<file path="config.mk">
export PLATFORM = sky130hd
export DESIGN_NAME = async_serial_port
export DESIGN_NICKNAME = d
export VERILOG_FILES = /design/src/verilog/async_serial_pkg.sv /design/src/verilog/async_serial_port.sv
export SDC_FILE = /design/constraint.sdc
export NUM_CORES = 1
export LEC_CHECK = 0
export BUFFER_PORTS_ARGS = -buffer_cell sky130_fd_sc_hd__buf_2
export CAP_MARGIN = 0
export CORE_UTILIZATION = 55
export DETAILED_ROUTE_END_ITERATION = 8
export GPL_TIMING_DRIVEN = 0
export PLACE_DENSITY = 0.89
export SLEW_MARGIN = 40
export SYNTH_ARGS = -nofsm -noshare
export SYNTH_HDL_FRONTEND = slang
export SYNTH_SLANG_ARGS = --single-unit
</file>
<file path="constraint.sdc">
create_clock -name mclk_in -period 3.7 [get_ports mclk_in]
set_clock_uncertainty 0.1 [all_clocks]
set_input_delay 0.925 -clock mclk_in [delete_from_list [all_inputs] [get_ports mclk_in]]
set_output_delay 0.925 -clock mclk_in [all_outputs]
set_load 0.01 [all_outputs]
</file>
<file path="src/verilog/async_serial_pkg.sv">
package async_serial_pkg;

	// Avalon byte offsets, one word each
	localparam logic [3:0] OFF_CTRL_STATUS = 4'h0;
	localparam logic [3:0] OFF_RATE_MODE   = 4'h4;
	localparam logic [3:0] OFF_RX_HOLDING  = 4'h8;
	localparam logic [3:0] OFF_TX_HOLDING  = 4'hC;

	// Control/status field positions
	localparam int BIT_RX_FULL   = 7;
	localparam int BIT_ERROR     = 6;
	localparam int BIT_TX_EMPTY  = 5;
	localparam int BIT_RX_IRQ_EN = 4;
	localparam int BIT_RX_EN     = 3;
	localparam int BIT_TX_IRQ_EN = 2;
	localparam int BIT_TX_EN     = 1;
	localparam int BIT_WAKE      = 0;
	localparam int CTRL_WIDTH    = 5;

	localparam logic [7:0] CTRL_STATUS_RESET = 8'h20;
	localparam logic [3:0] RATE_MODE_RESET   = 4'h0;

	// Clock/format codes
	localparam logic [1:0] FMT_NONE     = 2'h0;
	localparam logic [1:0] FMT_INT      = 2'h1;
	localparam logic [1:0] FMT_INT_OUT  = 2'h2;
	localparam logic [1:0] FMT_EXT      = 2'h3;

	// System clocks per bit for rate codes 00..11
	localparam int DIV_RATE0 = 16;
	localparam int DIV_RATE1 = 128;
	localparam int DIV_RATE2 = 1024;
	localparam int DIV_RATE3 = 4096;
	localparam int TICKS_PER_BIT = 8;
	localparam int DIV_WIDTH     = 9;

	localparam logic [3:0] PREAMBLE_BITS = 4'hA;
	localparam logic [3:0] FRAME_BITS    = 4'hA;
	localparam logic [2:0] SAMPLE_TICK   = 3'h3;
	localparam logic [2:0] LAST_TICK     = 3'h7;

	typedef enum logic [3:0] {
		TX_OFF  = 4'b0001,
		TX_PRE  = 4'b0010,
		TX_IDLE = 4'b0100,
		TX_DATA = 4'b1000
	} tx_state_type;

	typedef enum logic [1:0] {
		RX_IDLE = 2'b01,
		RX_BUSY = 2'b10
	} rx_state_type;

	typedef struct packed {
		logic rx_full;
		logic error;
		logic tx_empty;
	} flags_type;

endpackage : async_serial_pkg

</file>
<file path="src/verilog/async_serial_port.sv">
// Operation
// - Clock/format codes 01 internal, 10 internal driven out, 11 external; all NRZ.
// - Code 10 drives bit clock on clock pin regardless of enables.
// - Serial input used only with receive enabled, output only with transmit enabled.
// - Rate/mode register is 4-bit, write-only, cleared at reset.
// - Rate codes divide system clock by 16, 128, 1024, 4096.
// - Driven-out clock runs at bit rate, at most system clock over 16.
// - External clock divided by 8 forms bit rate; source at most half system clock.
// - Transmit enable forces transmit pin as output carrying shift register.
// - Setting transmit enable sends ten mark bits first.
// - Ready transmitter sends marks when empty, else loads data and starts frame.
// - Frame is start 0, eight data bits LSB first, stop 1.
// - Transmit-empty set on load and reset; cleared by status read then holding write.
// - No start bit sent while transmit-empty stays set.
// - Receiver syncs on first 0 and samples ten bits near centre.
// - Stop bit 0 sets error flag, receive-full unchanged.
// - Stop bit 1 with receive-full clear copies byte to holding register, sets receive-full.
// - Frame end while receive-full set flags overrun error.
// - Status read then holding read clears receive-full and error; reset too.
// - Receiver tolerates 37.5 percent bit and +3.75/-2.5 percent character error.
// - Receive-full, error and transmit-empty combine into one interrupt request.
// - Request only when enabled flag conditions hold.
module async_serial_port
	import async_serial_pkg::*;
(
	input  wire logic        mclk_in,
	input  wire logic        reset_in,
	input  wire logic [3:0]  avs_address_in,
	input  wire logic        avs_read_in,
	input  wire logic        avs_write_in,
	input  wire logic [31:0] avs_writedata_in,
	input  wire logic [3:0]  avs_byteenable_in,
	output logic      [31:0] avs_readdata_out,
	output logic             avs_waitrequest_out,
	input  wire logic        clk_pin_in,
	output logic             clk_pin_out,
	output logic             clk_pin_oe_out,
	input  wire logic        rxd_in,
	output logic             txd_out,
	output logic             txd_oe_out,
	output logic             irq_out
);

	function automatic logic hit(input logic [3:0] addr, input logic [3:0] off);
		hit = (addr[3:2] == off[3:2]);
	endfunction : hit

	function automatic logic [DIV_WIDTH-1:0] tick_limit(input logic [1:0] rate);
		case (rate)
			2'h0:    tick_limit = DIV_WIDTH'(DIV_RATE0 / TICKS_PER_BIT - 1);
			2'h1:    tick_limit = DIV_WIDTH'(DIV_RATE1 / TICKS_PER_BIT - 1);
			2'h2:    tick_limit = DIV_WIDTH'(DIV_RATE2 / TICKS_PER_BIT - 1);
			default: tick_limit = DIV_WIDTH'(DIV_RATE3 / TICKS_PER_BIT - 1);
		endcase
	endfunction : tick_limit

	logic                  ack_q;
	logic [31:0]           readdata_q;
	logic [3:0]            rate_mode_q;
	logic [CTRL_WIDTH-1:0] ctrl_q;
	flags_type             flags_q;
	logic                  tx_arm_q;
	logic                  rx_arm_q;
	logic [7:0]            tx_holding_q;
	logic [7:0]            rx_holding_q;
	logic                  clk_s1_q;
	logic                  clk_s2_q;
	logic                  clk_s3_q;
	logic                  rxd_s1_q;
	logic                  rxd_s2_q;
	logic [DIV_WIDTH-1:0]  div_cnt_q;
	logic [2:0]            phase_q;
	tx_state_type          tx_state_q;
	logic [3:0]            tx_cnt_q;
	logic [9:0]            tx_shift_q;
	rx_state_type          rx_state_q;
	logic [2:0]            rx_sub_q;
	logic [3:0]            rx_bit_q;
	logic [7:0]            rx_shift_q;
	logic                  irq_q;

	logic                  bus_req;
	logic                  bus_take;
	logic                  wr_ctrl;
	logic                  wr_rate;
	logic                  wr_tx_hold;
	logic                  rd_ctrl;
	logic                  rd_rx_hold;
	logic [1:0]            fmt;
	logic                  int_clock;
	logic                  clk_rise;
	logic                  tick;
	logic                  bit_tick;
	logic                  tx_en;
	logic                  rx_en;
	logic                  tx_slot;
	logic                  tx_load;
	logic                  rx_sample;
	logic                  rx_done;
	logic                  rx_store;
	logic                  rx_error;
	logic                  rx_clear;

	// Bus slave: one wait cycle, then the access completes
	assign bus_req             = avs_read_in | avs_write_in;
	assign avs_waitrequest_out = bus_req & ~ack_q;
	assign bus_take            = bus_req & ack_q;
	assign avs_readdata_out    = readdata_q;
	assign wr_ctrl    = bus_take & avs_write_in & avs_byteenable_in[0] & hit(avs_address_in, OFF_CTRL_STATUS);
	assign wr_rate    = bus_take & avs_write_in & avs_byteenable_in[0] & hit(avs_address_in, OFF_RATE_MODE);
	assign wr_tx_hold = bus_take & avs_write_in & avs_byteenable_in[0] & hit(avs_address_in, OFF_TX_HOLDING);
	assign rd_ctrl    = bus_take & avs_read_in & hit(avs_address_in, OFF_CTRL_STATUS);
	assign rd_rx_hold = bus_take & avs_read_in & hit(avs_address_in, OFF_RX_HOLDING);

	always_ff @(posedge mclk_in or posedge reset_in) begin
		if (reset_in) begin
			ack_q <= 1'b0;
		end else begin
			ack_q <= bus_req & ~ack_q;
		end
	end

	always_ff @(posedge mclk_in or posedge reset_in) begin
		if (reset_in) begin
			readdata_q <= 32'h0000_0000;
		end else if (avs_read_in & ~ack_q) begin
			if (hit(avs_address_in, OFF_CTRL_STATUS)) begin
				readdata_q <= {24'h00_0000, flags_q, ctrl_q};
			end else if (hit(avs_address_in, OFF_RX_HOLDING)) begin
				readdata_q <= {24'h00_0000, rx_holding_q};
			end else begin
				readdata_q <= 32'h0000_0000; // Write-only registers read zero
			end
		end
	end

	always_ff @(posedge mclk_in or posedge reset_in) begin
		if (reset_in) begin
			rate_mode_q <= RATE_MODE_RESET;
		end else if (wr_rate) begin
			rate_mode_q <= avs_writedata_in[3:0];
		end
	end

	always_ff @(posedge mclk_in or posedge reset_in) begin
		if (reset_in) begin
			ctrl_q <= CTRL_STATUS_RESET[CTRL_WIDTH-1:0];
		end else if (wr_ctrl) begin
			ctrl_q <= avs_writedata_in[CTRL_WIDTH-1:0];
		end
	end

	always_ff @(posedge mclk_in or posedge reset_in) begin
		if (reset_in) begin
			tx_holding_q <= 8'h00;
		end else if (wr_tx_hold) begin
			tx_holding_q <= avs_writedata_in[7:0];
		end
	end

	assign tx_en = ctrl_q[BIT_TX_EN];
	assign rx_en = ctrl_q[BIT_RX_EN];

	// Pin synchronisers
	always_ff @(posedge mclk_in or posedge reset_in) begin
		if (reset_in) begin
			clk_s1_q <= 1'b0;
			clk_s2_q <= 1'b0;
			clk_s3_q <= 1'b0;
			rxd_s1_q <= 1'b1;
			rxd_s2_q <= 1'b1;
		end else begin
			clk_s1_q <= clk_pin_in;
			clk_s2_q <= clk_s1_q;
			clk_s3_q <= clk_s2_q;
			rxd_s1_q <= rxd_in;
			rxd_s2_q <= rxd_s1_q;
		end
	end

	// Eight ticks per bit from either clock source
	assign fmt       = rate_mode_q[3:2];
	assign int_clock = (fmt == FMT_INT) | (fmt == FMT_INT_OUT);
	assign clk_rise  = clk_s2_q & ~clk_s3_q;
	assign tick      = int_clock ? (div_cnt_q == tick_limit(rate_mode_q[1:0]))
	                             : ((fmt == FMT_EXT) & clk_rise);
	assign bit_tick  = tick & (phase_q == LAST_TICK);

	always_ff @(posedge mclk_in or posedge reset_in) begin
		if (reset_in) begin
			div_cnt_q <= '0;
		end else if (~int_clock | tick) begin
			div_cnt_q <= '0;
		end else begin
			div_cnt_q <= div_cnt_q + 1'b1;
		end
	end

	always_ff @(posedge mclk_in or posedge reset_in) begin
		if (reset_in) begin
			phase_q <= 3'h0;
		end else if (tick) begin
			phase_q <= phase_q + 1'b1;
		end
	end

	// Bit clock out: half high, half low per bit
	assign clk_pin_out    = phase_q[2];
	assign clk_pin_oe_out = (fmt == FMT_INT_OUT);

	// Transmitter
	assign tx_slot = bit_tick & ((tx_state_q == TX_IDLE) |
	                 ((tx_state_q == TX_DATA) & (tx_cnt_q == FRAME_BITS - 1'b1)));
	assign tx_load = tx_en & tx_slot & ~flags_q.tx_empty;
	assign txd_out    = tx_shift_q[0];
	assign txd_oe_out = tx_en;

	always_ff @(posedge mclk_in or posedge reset_in) begin
		if (reset_in) begin
			tx_state_q <= TX_OFF;
			tx_cnt_q   <= 4'h0;
			tx_shift_q <= 10'h3FF;
		end else if (~tx_en) begin
			tx_state_q <= TX_OFF;
			tx_cnt_q   <= 4'h0;
			tx_shift_q <= 10'h3FF;
		end else begin
			case (tx_state_q)
				TX_OFF: begin
					tx_state_q <= TX_PRE;
					tx_cnt_q   <= 4'h0;
				end
				TX_PRE: begin
					if (bit_tick) begin
						tx_cnt_q <= tx_cnt_q + 1'b1;
						if (tx_cnt_q == PREAMBLE_BITS - 1'b1) begin
							tx_state_q <= TX_IDLE;
						end
					end
				end
				TX_IDLE, TX_DATA: begin
					if (tx_load) begin
						tx_state_q <= TX_DATA;
						tx_cnt_q   <= 4'h0;
						tx_shift_q <= {1'b1, tx_holding_q, 1'b0};
					end else if (tx_slot) begin
						tx_state_q <= TX_IDLE;
						tx_shift_q <= 10'h3FF;
					end else if (bit_tick) begin
						tx_cnt_q   <= tx_cnt_q + 1'b1;
						tx_shift_q <= {1'b1, tx_shift_q[9:1]};
					end
				end
				default: begin
					tx_state_q <= TX_OFF;
				end
			endcase
		end
	end

	// Receiver
	assign rx_sample = rx_en & (rx_state_q == RX_BUSY) & tick & (rx_sub_q == SAMPLE_TICK);
	assign rx_done   = rx_sample & (rx_bit_q == FRAME_BITS - 1'b1);
	assign rx_store  = rx_done & rxd_s2_q & ~flags_q.rx_full;
	assign rx_error  = rx_done & (~rxd_s2_q | flags_q.rx_full);

	always_ff @(posedge mclk_in or posedge reset_in) begin
		if (reset_in) begin
			rx_state_q <= RX_IDLE;
			rx_sub_q   <= 3'h0;
			rx_bit_q   <= 4'h0;
			rx_shift_q <= 8'h00;
		end else if (~rx_en) begin
			rx_state_q <= RX_IDLE;
		end else begin
			case (rx_state_q)
				RX_IDLE: begin
					if (tick & ~rxd_s2_q) begin
						rx_state_q <= RX_BUSY;
						rx_sub_q   <= 3'h0;
						rx_bit_q   <= 4'h0;
					end
				end
				RX_BUSY: begin
					if (tick) begin
						rx_sub_q <= rx_sub_q + 1'b1;
					end
					if (rx_sample) begin
						rx_bit_q <= rx_bit_q + 1'b1;
						if ((rx_bit_q == 4'h0) & rxd_s2_q) begin
							rx_state_q <= RX_IDLE; // Start bit gone at centre
						end else if (rx_done) begin
							rx_state_q <= RX_IDLE;
						end else if (rx_bit_q != 4'h0) begin
							rx_shift_q <= {rxd_s2_q, rx_shift_q[7:1]};
						end
					end
				end
				default: begin
					rx_state_q <= RX_IDLE;
				end
			endcase
		end
	end

	always_ff @(posedge mclk_in or posedge reset_in) begin
		if (reset_in) begin
			rx_holding_q <= 8'h00;
		end else if (rx_store) begin
			rx_holding_q <= rx_shift_q;
		end
	end

	// Clear sequences: status read arms, data access clears
	always_ff @(posedge mclk_in or posedge reset_in) begin
		if (reset_in) begin
			tx_arm_q <= 1'b0;
		end else if (rd_ctrl) begin
			tx_arm_q <= readdata_q[BIT_TX_EMPTY];
		end else if (wr_tx_hold) begin
			tx_arm_q <= 1'b0;
		end
	end

	always_ff @(posedge mclk_in or posedge reset_in) begin
		if (reset_in) begin
			rx_arm_q <= 1'b0;
		end else if (rd_ctrl) begin
			rx_arm_q <= readdata_q[BIT_RX_FULL] | readdata_q[BIT_ERROR];
		end else if (rd_rx_hold) begin
			rx_arm_q <= 1'b0;
		end
	end

	assign rx_clear = rd_rx_hold & rx_arm_q;

	always_ff @(posedge mclk_in or posedge reset_in) begin
		if (reset_in) begin
			flags_q <= CTRL_STATUS_RESET[7:5];
		end else begin
			flags_q.tx_empty <= tx_load | (flags_q.tx_empty & ~(wr_tx_hold & tx_arm_q));
			flags_q.rx_full  <= rx_store | (flags_q.rx_full & ~rx_clear);
			flags_q.error    <= rx_error | (flags_q.error & ~rx_clear);
		end
	end

	always_ff @(posedge mclk_in or posedge reset_in) begin
		if (reset_in) begin
			irq_q <= 1'b0;
		end else begin
			irq_q <= (ctrl_q[BIT_RX_IRQ_EN] & (flags_q.rx_full | flags_q.error)) |
			         (ctrl_q[BIT_TX_IRQ_EN] & flags_q.tx_empty);
		end
	end

	assign irq_out = irq_q;
endmodule : async_serial_port
</file>
; ---- After elaboration in Yosys (flattened, before gate mapping)
; Index checks and enable logic that the tools add are counted.
[word_totals]
ff_bits = 116
latch_bits = 0
ramBits = 0
rom_bits = 0
in_bits = 46
output_inout_bits = 38
elab_cells = 170
mem_count = 0
[op_classes]
add_sub_neg = 5
multipliers = 0
div_mod_pow = 0
n_lt_le_gt_ge = 0
n_eq_ne = 32
shifts = 0
muxes = 37
bitwise_logic = 55
n_reduce_logical = 15
[op_table]
columns = operator, count
row1 = $mux 10, 5
row2 = $mux 4, 11
row3 = $and 1x1->1, 34
row4 = $pmux 9 s3, 1
row5 = $pmux 4 s3, 2
row6 = $mux 8, 2
row7 = $eq 2x2->1 const B, 6
row8 = $eq 4x4->1 const B, 3
row9 = $ne 3x3->1 const B, 4
row10 = $or 1x1->1, 11
row11 = $mux 2, 5
row12 = $not 1->1, 10
row13 = $add 9x1->9 const B, 1
row14 = $eq 9x9->1, 1
row15 = $mux 9, 1
row16 = $add 4x1->4 const B, 2
row17 = $eq 2x1->1 const B, 4
row18 = $ne 4x1->1 const B, 2
row19 = $ne 4x4->1 const B, 2
row20 = $pmux 4 s2, 1
row21 = $reduce_and 4->1, 2
row22 = $add 3x1->3 const B, 2
row23 = $mux 3, 2
row24 = $ne 2x2->1 const B, 3
row25 = 18 further kinds, 27

; ---- Longest topological paths before layout
; Gate-level depths: netlist of the first run.
[depth]
ltp_word = 12
ltp_mapped = 9
mapped_depth_nobuf = 8

; ---- Least setup slack after synthesis of the first run
; OpenSTA, ideal clock, no wires.
[synth_timing]
kind = flip-flop to flip-flop
startpoint = reg rate_mode_q[1]
endpoint = reg rx_holding_q[0]
arrival_ns = 2.371
t_required_ns = 3.475
slack_ns = 1.104
path_stages_with_launch = 8
path_buffers = 1
period_less_slack_ns = 2.596
path_cell_list = dfrtp_1 or4_4 a21oi_4 a31o_4 nand2b_2 or4_1 buf_4 mux2_4
[synth_between]
elab_chain_cells = 9
[synth_lines]
columns = item, line
row1 = "start, declared", async_serial_port.sv:59  ; logic [3:0] rate_mode_q;
row2 = "start signal, assigned", async_serial_port.sv:141  ; rate_mode_q <= avs_writedata_in[3:0];
row3 = $eq 2x2->1 (tied with other cells), async_serial_port.sv:49  ; case (rate)
row4 = $pmux 9 s3 (*), async_serial_port.sv:49
row5 = $eq 9x9->1 (*), async_serial_port.sv:185  ; assign tick = int_clock ? (div_cnt_q == tick_limit(rate_mode_q[1:0]))
row6 = $mux 1 (*), async_serial_port.sv:185
row7 = $and 1x1->1 (*) (2 in series), async_serial_port.sv:262  ; assign rx_sample = rx_en & (rx_state_q == RX_BUSY) & tick & (rx_sub_q == SAMPLE_TICK);
row8 = $and 1x1->1 (*), async_serial_port.sv:263  ; assign rx_done = rx_sample & (rx_bit_q == FRAME_BITS - 1'b1);
row9 = $and 1x1->1 (*) (2 in series), async_serial_port.sv:264  ; assign rx_store = rx_done & rxd_s2_q & ~flags_q.rx_full;
row10 = "end signal, assigned", async_serial_port.sv:310  ; rx_holding_q <= rx_shift_q;
row11 = "end, declared", async_serial_port.sv:65  ; logic [7:0] rx_holding_q;
; Mark *: on every way between the ends. The rest lies on a longest branch, timed or not.
; A chain may end at the register's enable or synchronous reset.

; ---- Worst setup path after layout of the first run
; Ends and elaborated chain as after synthesis.

==> results.cfg, run 1 <==
[cells_and_area]
diodes_inserted = 0
nFillCells = 598
nets = 537
syn_to_final_growth_pct = 13.20
final_layout_size_suffix_gt1_frac = 0.2739
postLayoutCellArea_sq_um = 5085

[clocking]
path_clk_slew_ns = 0.09
cts_sinks = 91
cts_root_buffer = clkbuf_8
h-tree-depth = 3
cts_tree = done
ctsResizeCount = 0
postCtsSetupBuffers = 0
cts_hold_buffers = 0
ctsLongestPathBuffers = 2
clk-insertion-delay-late_ns = 0.37
cts_made_buffers = 9

[critical_path]
critPathLaunchType = flip-flop
worstSetupPathType = reg -> reg
cp.required_ns = 3.85
worst_path_largest_cell_delay_ns = 0.58
critPathCaptureType = flip-flop
crit_path_cell_trace = or4_4 > a21oi_4 > a31o_4 > nand2b_2 > or4_1 > buf_4 > mux2_4
worst_ep_arrival_time_ns = 2.94
crit_path_max_fanout = 9
critPathSlowestCell = or4_4

[global_route]
grt_pass1_vias = 3165
gr-total-overflow = 0
grt.total_usage = 0.2306
grt_first_pass_wirelength_microns = 15050
maximum_number_of_pins_on_one_net_before_global_route_repair = 60
antenna_found_initial = 0

[sta]
clock.fmax_ghz = 0.3586
whs_ns = 0.2630
period_minus_slack_ns = 2.789
max-slew-margin-rel = 0.5617
finalHoldViolations = 0
report.final.setup_viol = 0
layout_worst_path_cycle_share = 0.7537
slew_viol_final = 0
rsz_0062_raised_after_global_routing = no
max_slew.worst_pin.slew_ns = 0.6550

[detailed_routing]
dr.first_iter.drc_count = 225
detail_route.first_pass.iterations = 5
vias_per_cell = 5.517
avgRoutedWirePerCell_microns = 15.40
routed-via-count = 3222
detail_route.wirelength_microns = 8995
antenna_violating_nets_post_route = 0
drc_errors = 0

[yosys]
synthArstFlopShare = 1.000
synth.lib_cells_used.distinct = 52
postSynthRegisterBits = 91
yosys_warnings = 0
syn_inst = 413
sequential_fraction_of_the_synthesis_area = 0.5109
leading_register_cell_type_out_of_synthesis = dfrtp_1
avgSynthCellArea_sq_um = 10.88
syn_area_sq_um = 4492
synth-edff-count = 0

[power_and_ir_drop]
ir_worst_vdd_mv = 0.3986
p_leak_nw = 2.450
power.density_nw_per_um2 = 468.1

[flow_run]
cap_viol_max_count = 0

[run_status]
run_status = finished clean

[floorplanning]
die_area_sq_um = 8532
number_of_placed_i_o_pins = 84
core_area_sq_um = 7807
die_width_microns = 92.37
initial_utilization = 0.5753
fp-row-count = 32
floorplan.die.height_microns = 92.37

[placement]
finalWeightedCongestion = 0.8610
placed_cell_area_sq_um = 4883
post-dp-hpwl_microns = 6531
port_buffers = 29

[worst_hold_path]
timing.hold.worst.class = reg -> reg
[metal layers]
layer	share of wire	vias to the layer above	routed length [microns]	global-route usage
met5	0	-	0	0
met2	0.52	125	4709	0.4000
li1	-	1521	-	-
met3	0.060	9	542	0.05583
met1	0.40	1567	3631	0.2782
met4	0.012	0	111	0.08464
[report_power, final]
part	switching (W)	leakage [nW]	internal [W]
Sequential	0.000114	1.17	0.00112
Combinational	0.000277	1.19	0.000212
Clock	0.000368	0.0969	0.000289
[final timing paths]
| kind | from | end | slack (ns) | depth (start not counted) |
|---|---|---|---|---|
| setup / recovery | rate_mode_q[1] | rx_holding_q[0] | 0.91 | 7 |
| hold / removal | rxd_s1_q | rxd_s2_q | 0.26 | 0 |
| setup reg to reg | rate_mode_q[1] | rx_holding_q[0] | 0.91 | 7 |
| hold reg to reg | rxd_s1_q | rxd_s2_q | 0.26 | 0 |
| max in group asynchronous | reset_in | tx_shift_q[5] | 2.44 | 3 |
| min in group asynchronous | reset_in | div_cnt_q[8] | 0.42 | 2 |
[flip-flops by register name, summed over array words and instances, names as in the netlist, 4 cells and up]
name	count
rx_shift_q	8
div_cnt_q	9
rx_holding_q	8
tx_state_q	4
rx_bit_q	4
avs_readdata_out	8
rate_mode_q	4
tx_cnt_q	4
ctrl_q	5
tx_holding_q	8
tx_shift_q	9
[critical path: cells and delay by family, from the launching register on]
family | cells | cell delay (ns)
and+or+nand+nor | 3 | 1.13
buffers and inverters | 1 | 0.20
AOI/OAI and AO/OA | 2 | 0.46
DFF | 1 | 0.47
muxes | 1 | 0.30
[metrics by stage]
| step | util | total power (W) | setup slack, ns | TNS (ns) | instances |
|---|---|---|---|---|---|
| 2_1_floorplan | - | 0.001576 | 0.3346 | 0 | 436 |
| 3_3_place_gp | 0.6213 | 0.001694 | -0.5979 | -45.61 | 567 |
| 3_5_place_dp | 0.6255 | 0.001734 | 0.9489 | 0 | 568 |
| 4_1_cts | 0.6503 | 0.002385 | 0.9236 | 0 | 584 |
| 5_1_grt | 0.6513 | 0.002498 | 0.7828 | 0 | 584 |
| 6_report | 0.6513 | 0.002380 | 0.9114 | 0 | 584 |
[Yosys cell counts, types with 10 or more instances]
library cell  instances  share of area
nand2_1              35          0.029
o21ai_0              30          0.033
nor2_1               40          0.033
dfrtp_1              77           0.43
ha_1                 14          0.039
nand3_1              12          0.013
mux2i_1              10          0.022
dfstp_2              14          0.082
inv_1                17          0.014
mux2_2               27          0.068
buf_4                25          0.042
[cells by family after synthesis]
logic type / synth area share
multiplexers: 0.1167
adder cells (fa/ha/maj): 0.03900
AND/OR/NAND/NOR: 0.1370
buffers and inverters: 0.06267
flip-flops: 0.5109
AO/OA/AOI/OAI: 0.1095
XOR/XNOR: 0.02340
other: 0.0008349
[placed cells by master, fill, tap and decap left out, types with 7 or more instances in the layout]
| cell | n |
|---|---|
| dfrtp_1 | 77 |
| nor2_1 | 39 |
| nand2_1 | 35 |
| o21ai_0 | 30 |
| buf_2 | 29 |
| mux2_2 | 27 |
| buf_4 | 25 |
| conb_1 | 24 |
| inv_1 | 16 |
| ha_1 | 14 |
| dfstp_2 | 14 |
| nand3_1 | 12 |
| clkbuf_8 | 11 |
| mux2i_1 | 10 |
| mux2_4 | 8 |
| xor2_1 | 8 |
| nand2b_1 | 7 |
| clkbuf_1 | 7 |
| o22a_1 | 7 |
[area by class of cell]
type,instances,area [sq um],share of cell area
flip-flops and latches,91,2295,0.4513
repair buffers,30,172.7,0.03396
multi-input cells,295,2009,0.3952
clock buffers,11,151.4,0.02977
clock inverters,5,42.54,0.008366
plain buffers,33,217.7,0.04281
well taps,102,127.6,0.02510
inverters,17,68.82,0.01353
No activity file was read; power rests on OpenSTA's default activity.
==> run 2, diff against run 1 <==
ABC_AREA = 1   (was default)
clock period = 2.6 ns   (was 3.7 ns; I/O delays follow)
==> results.cfg, run 2 <==
[clocking]
clk-insertion-delay-late_ns = 0.38
postCtsSetupBuffers = 0
ctsLongestPathBuffers = 2
cts_hold_buffers = 0
cts_made_buffers = 9
h-tree-depth = 3
ctsResizeCount = 0
cts_sinks = 91
cts_root_buffer = clkbuf_8
cts_tree = done
path_clk_slew_ns = 0.11

[critical_path]
worst-path-buf-inv = 3
worst_path_largest_cell_delay_ns = 0.39
worstRegToRegCells = 11
crit_path_cell_trace = inv_1 > ha_1 > inv_1 > nand2_1 > nor2_1 > nand3_2 > a21oi_2 > nand4_2 > buf_2 > nor2_1 > o22ai_1
critPathCaptureType = flip-flop
critPathSlowestCell = dfrtp_1
worstSetupPathType = reg -> reg
critPathLaunchType = flip-flop
timing.reg2reg.setup_slack_ns = 0.22
r2r_start = rate_mode_q[2]
crit_path_max_fanout = 10
r2r_end = tx_shift_q[3]
cp.required_ns = 2.80
cell_family_contributing_the_most_delay_on_the_critical_path = simple AND/OR/NAND/NOR gates
worst_ep_arrival_time_ns = 2.58

[sta]
period_minus_slack_ns = 2.383
finalHoldViolations = 0
slew_viol_final = 0
layout_worst_path_cycle_share = 0.9164
whs_ns = 0.2228
rsz_0062_raised_after_global_routing = no
clock.fmax_ghz = 0.4197
report.final.setup_viol = 0
max-slew-margin-rel = 0.5192
max_slew.worst_pin.slew_ns = 0.7156
finalSetupTns_ns = 0

[floorplanning]
die_area_sq_um = 8697
fp-row-count = 32
die_width_microns = 93.26
number_of_placed_i_o_pins = 84
floorplan.die.height_microns = 93.26
core_area_sq_um = 7888
initial_utilization = 0.5807

[detailed_routing]
detail_route.first_pass.iterations = 5
vias_per_cell = 5.316
detail_route.wirelength_microns = 9505
drc_errors = 0
avgRoutedWirePerCell_microns = 13.54
routed-via-count = 3732
dr.first_iter.drc_count = 238
antenna_violating_nets_post_route = 0

[cells_and_area]
postLayoutCellArea_sq_um = 5246
registers_with_the_highest_flip_flop_counts = div_cnt_q (9), tx_shift_q (9)
diodes_inserted = 0
final_layout_size_suffix_gt1_frac = 0.1950
nFillCells = 580
nets = 655
layout_commonest_cell = nand2_1
syn_to_final_growth_pct = 14.53
final_cell_mix = nand2_1, dfrtp_1, inv_1
final_cell_count_no_fill = 702

[yosys]
synth_top_area_cell = dfrtp_1
yosys_warnings = 0
synth_top_cell_area_share = 0.4207
postSynthRegisterBits = 91
syn_inst = 528
avgSynthCellArea_sq_um = 8.675
sequential_fraction_of_the_synthesis_area = 0.5010
leading_post_synthesis_cells_by_instance_count = nand2_1, dfrtp_1, inv_1
synthArstFlopShare = 1.000
synth_area_leaders = dfrtp_1, nand2_1, dfstp_2, o21ai_0, inv_1
leading_register_cell_type_out_of_synthesis = dfrtp_1
syn_area_sq_um = 4581
synth-edff-count = 0
synth.most_common_cell = nand2_1
synth.lib_cells_used.distinct = 38

[global_route]
grt_first_pass_wirelength_microns = 16570
grt.total_usage = 0.2422
antenna_found_initial = 0
maximum_number_of_pins_on_one_net_before_global_route_repair = 26
grt_pass1_vias = 3647
gr-total-overflow = 0

[power_and_ir_drop]
netSwitchingPower_w = 0.001315
share_clk_of_total_power = 0.261
ir_worst_vdd_mv = 0.5098
power.switching_fraction = 0.3466
share_seq_of_total_power = 0.509
p_total_w = 0.003793
power.density_nw_per_um2 = 723.1
p_comb_frac = 0.230
p_leak_nw = 2.709
internal_power_w = 0.002479

[placement]
port_buffers = 30
placed_cell_area_sq_um = 5031
place_inst = 686
post-dp-hpwl_microns = 6703
finalWeightedCongestion = 0.8602

[run_status]
run_status = finished clean

[worst_hold_path]
timing.hold.worst.class = in -> async

[flow_run]
cap_viol_max_count = 0
## run 2: cell types whose count changed in the layout (fill, tap and decap cells not counted), sizes merged, moves of 8 or more
cell / change
nand2: +85
inv: +46
mux2: -32
o21ai: +29
nand3: +26
a21oi: +25
mux2i: -10
nand2b: -8
## run 2: metal layers
metal	routed length, microns	GRT usage	vias to the layer above
met4	194	0.08846	0
li1	-	-	1803
met1	3918	0.2951	1779
met3	469	0.04715	21
met5	0	0	-
met2	4923	0.4259	129
## run 2: worst max-delay path by stage
| stage | startpoint | endpoint | slack, ns | depth (start not counted) |
|---|---|---|---|---|
| after CTS | rate_mode_q[2] | tx_shift_q[3] | 0.07 | 11 |
| after floorplan | rate_mode_q[2] | rx_holding_q[4] | 0.56 | 15 |
| after detailed placement | rate_mode_q[2] | tx_shift_q[3] | 0.24 | 11 |
| after global placement | reset_in | tx_holding_q[6] | 0.21 | 2 |
| final | rate_mode_q[2] | tx_shift_q[3] | 0.22 | 11 |
| after global routing | rate_mode_q[2] | tx_shift_q[3] | 0.04 | 11 |
## run 2: layout make-up
type | count | area [sq um] | area share
Sequential cell | 91 | 2295 | 0.4374
Inverter | 66 | 254.0 | 0.04841
Tap cell | 102 | 127.6 | 0.02433
Buffer | 33 | 227.7 | 0.04341
Clock buffer | 10 | 148.9 | 0.02838
Multi-Input combinational cell | 361 | 1898 | 0.3618
Clock inverter | 6 | 62.56 | 0.01192
Timing Repair Buffer | 33 | 232.7 | 0.04436
## run 2: stage by stage
stage                       util  setup WS (ns)
after detailed placement  0.6378         0.2445
after floorplan                -         0.5594
final                     0.6651         0.2174
after CTS                 0.6647        0.06662
after global routing      0.6651        0.04026
after global placement    0.6274         0.2114
## run 2: cells by family (layout without fill, tap and decap cells)
group,Yosys count,count (layout),share of synthesized area
adders and majority gates,14,14,0.03824
other,1,24,0.0008187
DFF,91,91,0.5010
xor gates and xnor gates,7,7,0.01338
AOI/OAI and AO/OA,101,101,0.1259
and+or+nand+nor,212,212,0.2090
muxes,3,3,0.007375
buffers and inverters,99,148,0.1043
## run 2: power by group through the flow
stage	clock, W	sequential (W)	combinational, W
4_1_cts	0.00101	0.00192	0.000867
5_1_grt	0.00106	0.00196	0.000986
2_1_floorplan	0	0.00191	0.000603
6_report	0.000991	0.00193	0.000872
3_5_place_dp	0	0.00195	0.000846
3_3_place_gp	0	0.00193	0.000788
==> run 3, diff against run 2 <==
MAX_ROUTING_LAYER = met4   (was default)
==> results.cfg, run 3 (synthesized netlist as in run 2, its figures left out) <==
[sta]
clock.fmax_ghz = 0.4196
rsz_0062_raised_after_global_routing = no
slew_viol_final = 0
finalSetupTns_ns = 0
report.final.setup_viol = 0
period_minus_slack_ns = 2.383
finalHoldViolations = 0
layout_worst_path_cycle_share = 0.9166
max-slew-margin-rel = 0.5204
max_slew.worst_pin.slew_ns = 0.7139

[cells_and_area]
nets = 655
final_cell_mix = nand2_1, dfrtp_1, inv_1
layout_commonest_cell = nand2_1
syn_to_final_growth_pct = 14.53
final_cell_count_no_fill = 702
final_layout_size_suffix_gt1_frac = 0.1950
final_core_utilization = 0.6651
diodes_inserted = 0
registers_with_the_highest_flip_flop_counts = div_cnt_q (9), tx_shift_q (9)

[critical_path]
worstRegToRegCells = 11
cp.required_ns = 2.80
worst_ep_arrival_time_ns = 2.58
critPathCaptureType = flip-flop
timing.reg2reg.setup_slack_ns = 0.22
r2r_end = tx_shift_q[3]
critPathLaunchType = flip-flop
critPathLaunch = rate_mode_q[2]
worstSetupPathType = reg -> reg
r2r_start = rate_mode_q[2]
crit_path_max_fanout = 10
setup.worst_path.end = tx_shift_q[3]

[clocking]
path_clk_slew_ns = 0.11
cts_hold_buffers = 0
h-tree-depth = 3
cts_tree = done
ctsLongestPathBuffers = 2
cts_sinks = 91
clk-insertion-delay-late_ns = 0.37
cts_made_buffers = 9
ctsResizeCount = 0
postCtsSetupBuffers = 0
cts_root_buffer = clkbuf_8

[detailed_routing]
antenna_violating_nets_post_route = 0
dr.first_iter.drc_count = 220
drc_errors = 0
detail_route.first_pass.iterations = 5
routed-via-count = 3714
avgRoutedWirePerCell_microns = 13.61
detail_route.wirelength_microns = 9552
vias_per_cell = 5.291

[global_route]
gr-total-overflow = 0
grt.total_usage = 0.2489
grt_first_pass_wirelength_microns = 16570
maximum_number_of_pins_on_one_net_before_global_route_repair = 26
grt_pass1_vias = 3653
antenna_found_initial = 0

[run_status]
run_status = finished clean

[power_and_ir_drop]
power.density_nw_per_um2 = 723.8
ir_worst_vdd_mv = 0.5109
p_leak_nw = 2.709

[placement]
post-dp-hpwl_microns = 6703
finalWeightedCongestion = 0.8740
port_buffers = 30
place_inst = 686

[floorplanning]
floorplan.die.height_microns = 93.26
initial_utilization = 0.5807
die_area_sq_um = 8697
fp-row-count = 32
core_area_sq_um = 7888
die_width_microns = 93.26
number_of_placed_i_o_pins = 84

[flow_run]
cap_viol_max_count = 0

[worst_hold_path]
timing.hold.worst.class = in -> async
-- run 3: cell counts in the layout (fill, tap and decap cells not counted) --
No cell type changed its count.
-- run 3: worst max-delay path: stages, from the launching register on --
cell and delay, ns:
dfrtp_1 0.39, inv_1 0.08, ha_1 0.33, inv_1 0.10
nand2_1 0.05, nor2_1 0.13, nand3_2 0.12, a21oi_2 0.25
nand4_2 0.22, buf_2 0.26, nor2_1 0.15, o22ai_1 0.13
-- run 3: per-stage QoR --
stage / instance area (sq um) / hold WS, ns / setup WS (ns) / total power, W
after floorplan: 4671 / 0.2312 / 0.5594 / 0.002516
after global placement: 4949 / 0.2370 / 0.2114 / 0.002719
after detailed placement: 5031 / 0.2403 / 0.2445 / 0.002793
after CTS: 5243 / 0.2218 / 0.06662 / 0.003797
after global routing: 5246 / 0.2558 / 0.04026 / 0.004006
final: 5246 / 0.2251 / 0.2168 / 0.003797
-- run 3: per-layer routing --
layer / share of wire / global-route usage
met1: 0.41 / 0.2941
met2: 0.52 / 0.4265
met3: 0.051 / 0.04715
met4: 0.019 / 0.08846
met5: 0 / -
-- run 3: worst min-delay path by stage --
stage                     cells past startpoint          end  slack, ns      from
final                                         2  rx_sub_q[1]       0.23  reset_in
after global routing                          2  rx_bit_q[1]       0.26  reset_in
after CTS                                     2  rx_sub_q[1]       0.22  reset_in
after detailed placement                      0     clk_s2_q       0.24  clk_s1_q
after global placement                        0     clk_s2_q       0.24  clk_s1_q
after floorplan                               0     clk_s2_q       0.23  clk_s1_q
-- run 3: final cells by class --
cell class,instances,area (sq um)
Clock inverter,6,62.56
Timing Repair Buffer,33,232.7
Sequential cell,91,2295
Buffer,33,227.7
Clock buffer,10,148.9
Tap cell,102,127.6
Fill cell,580,2641
Multi-Input combinational cell,361,1898
Inverter,66,254.0
-- run 3: where the power goes --
group	switching (W)	internal (W)	total [W]
Sequential	0.000207	0.00172	0.00193
Combinational	0.000549	0.000324	0.000873
Clock	0.000563	0.000431	0.000994
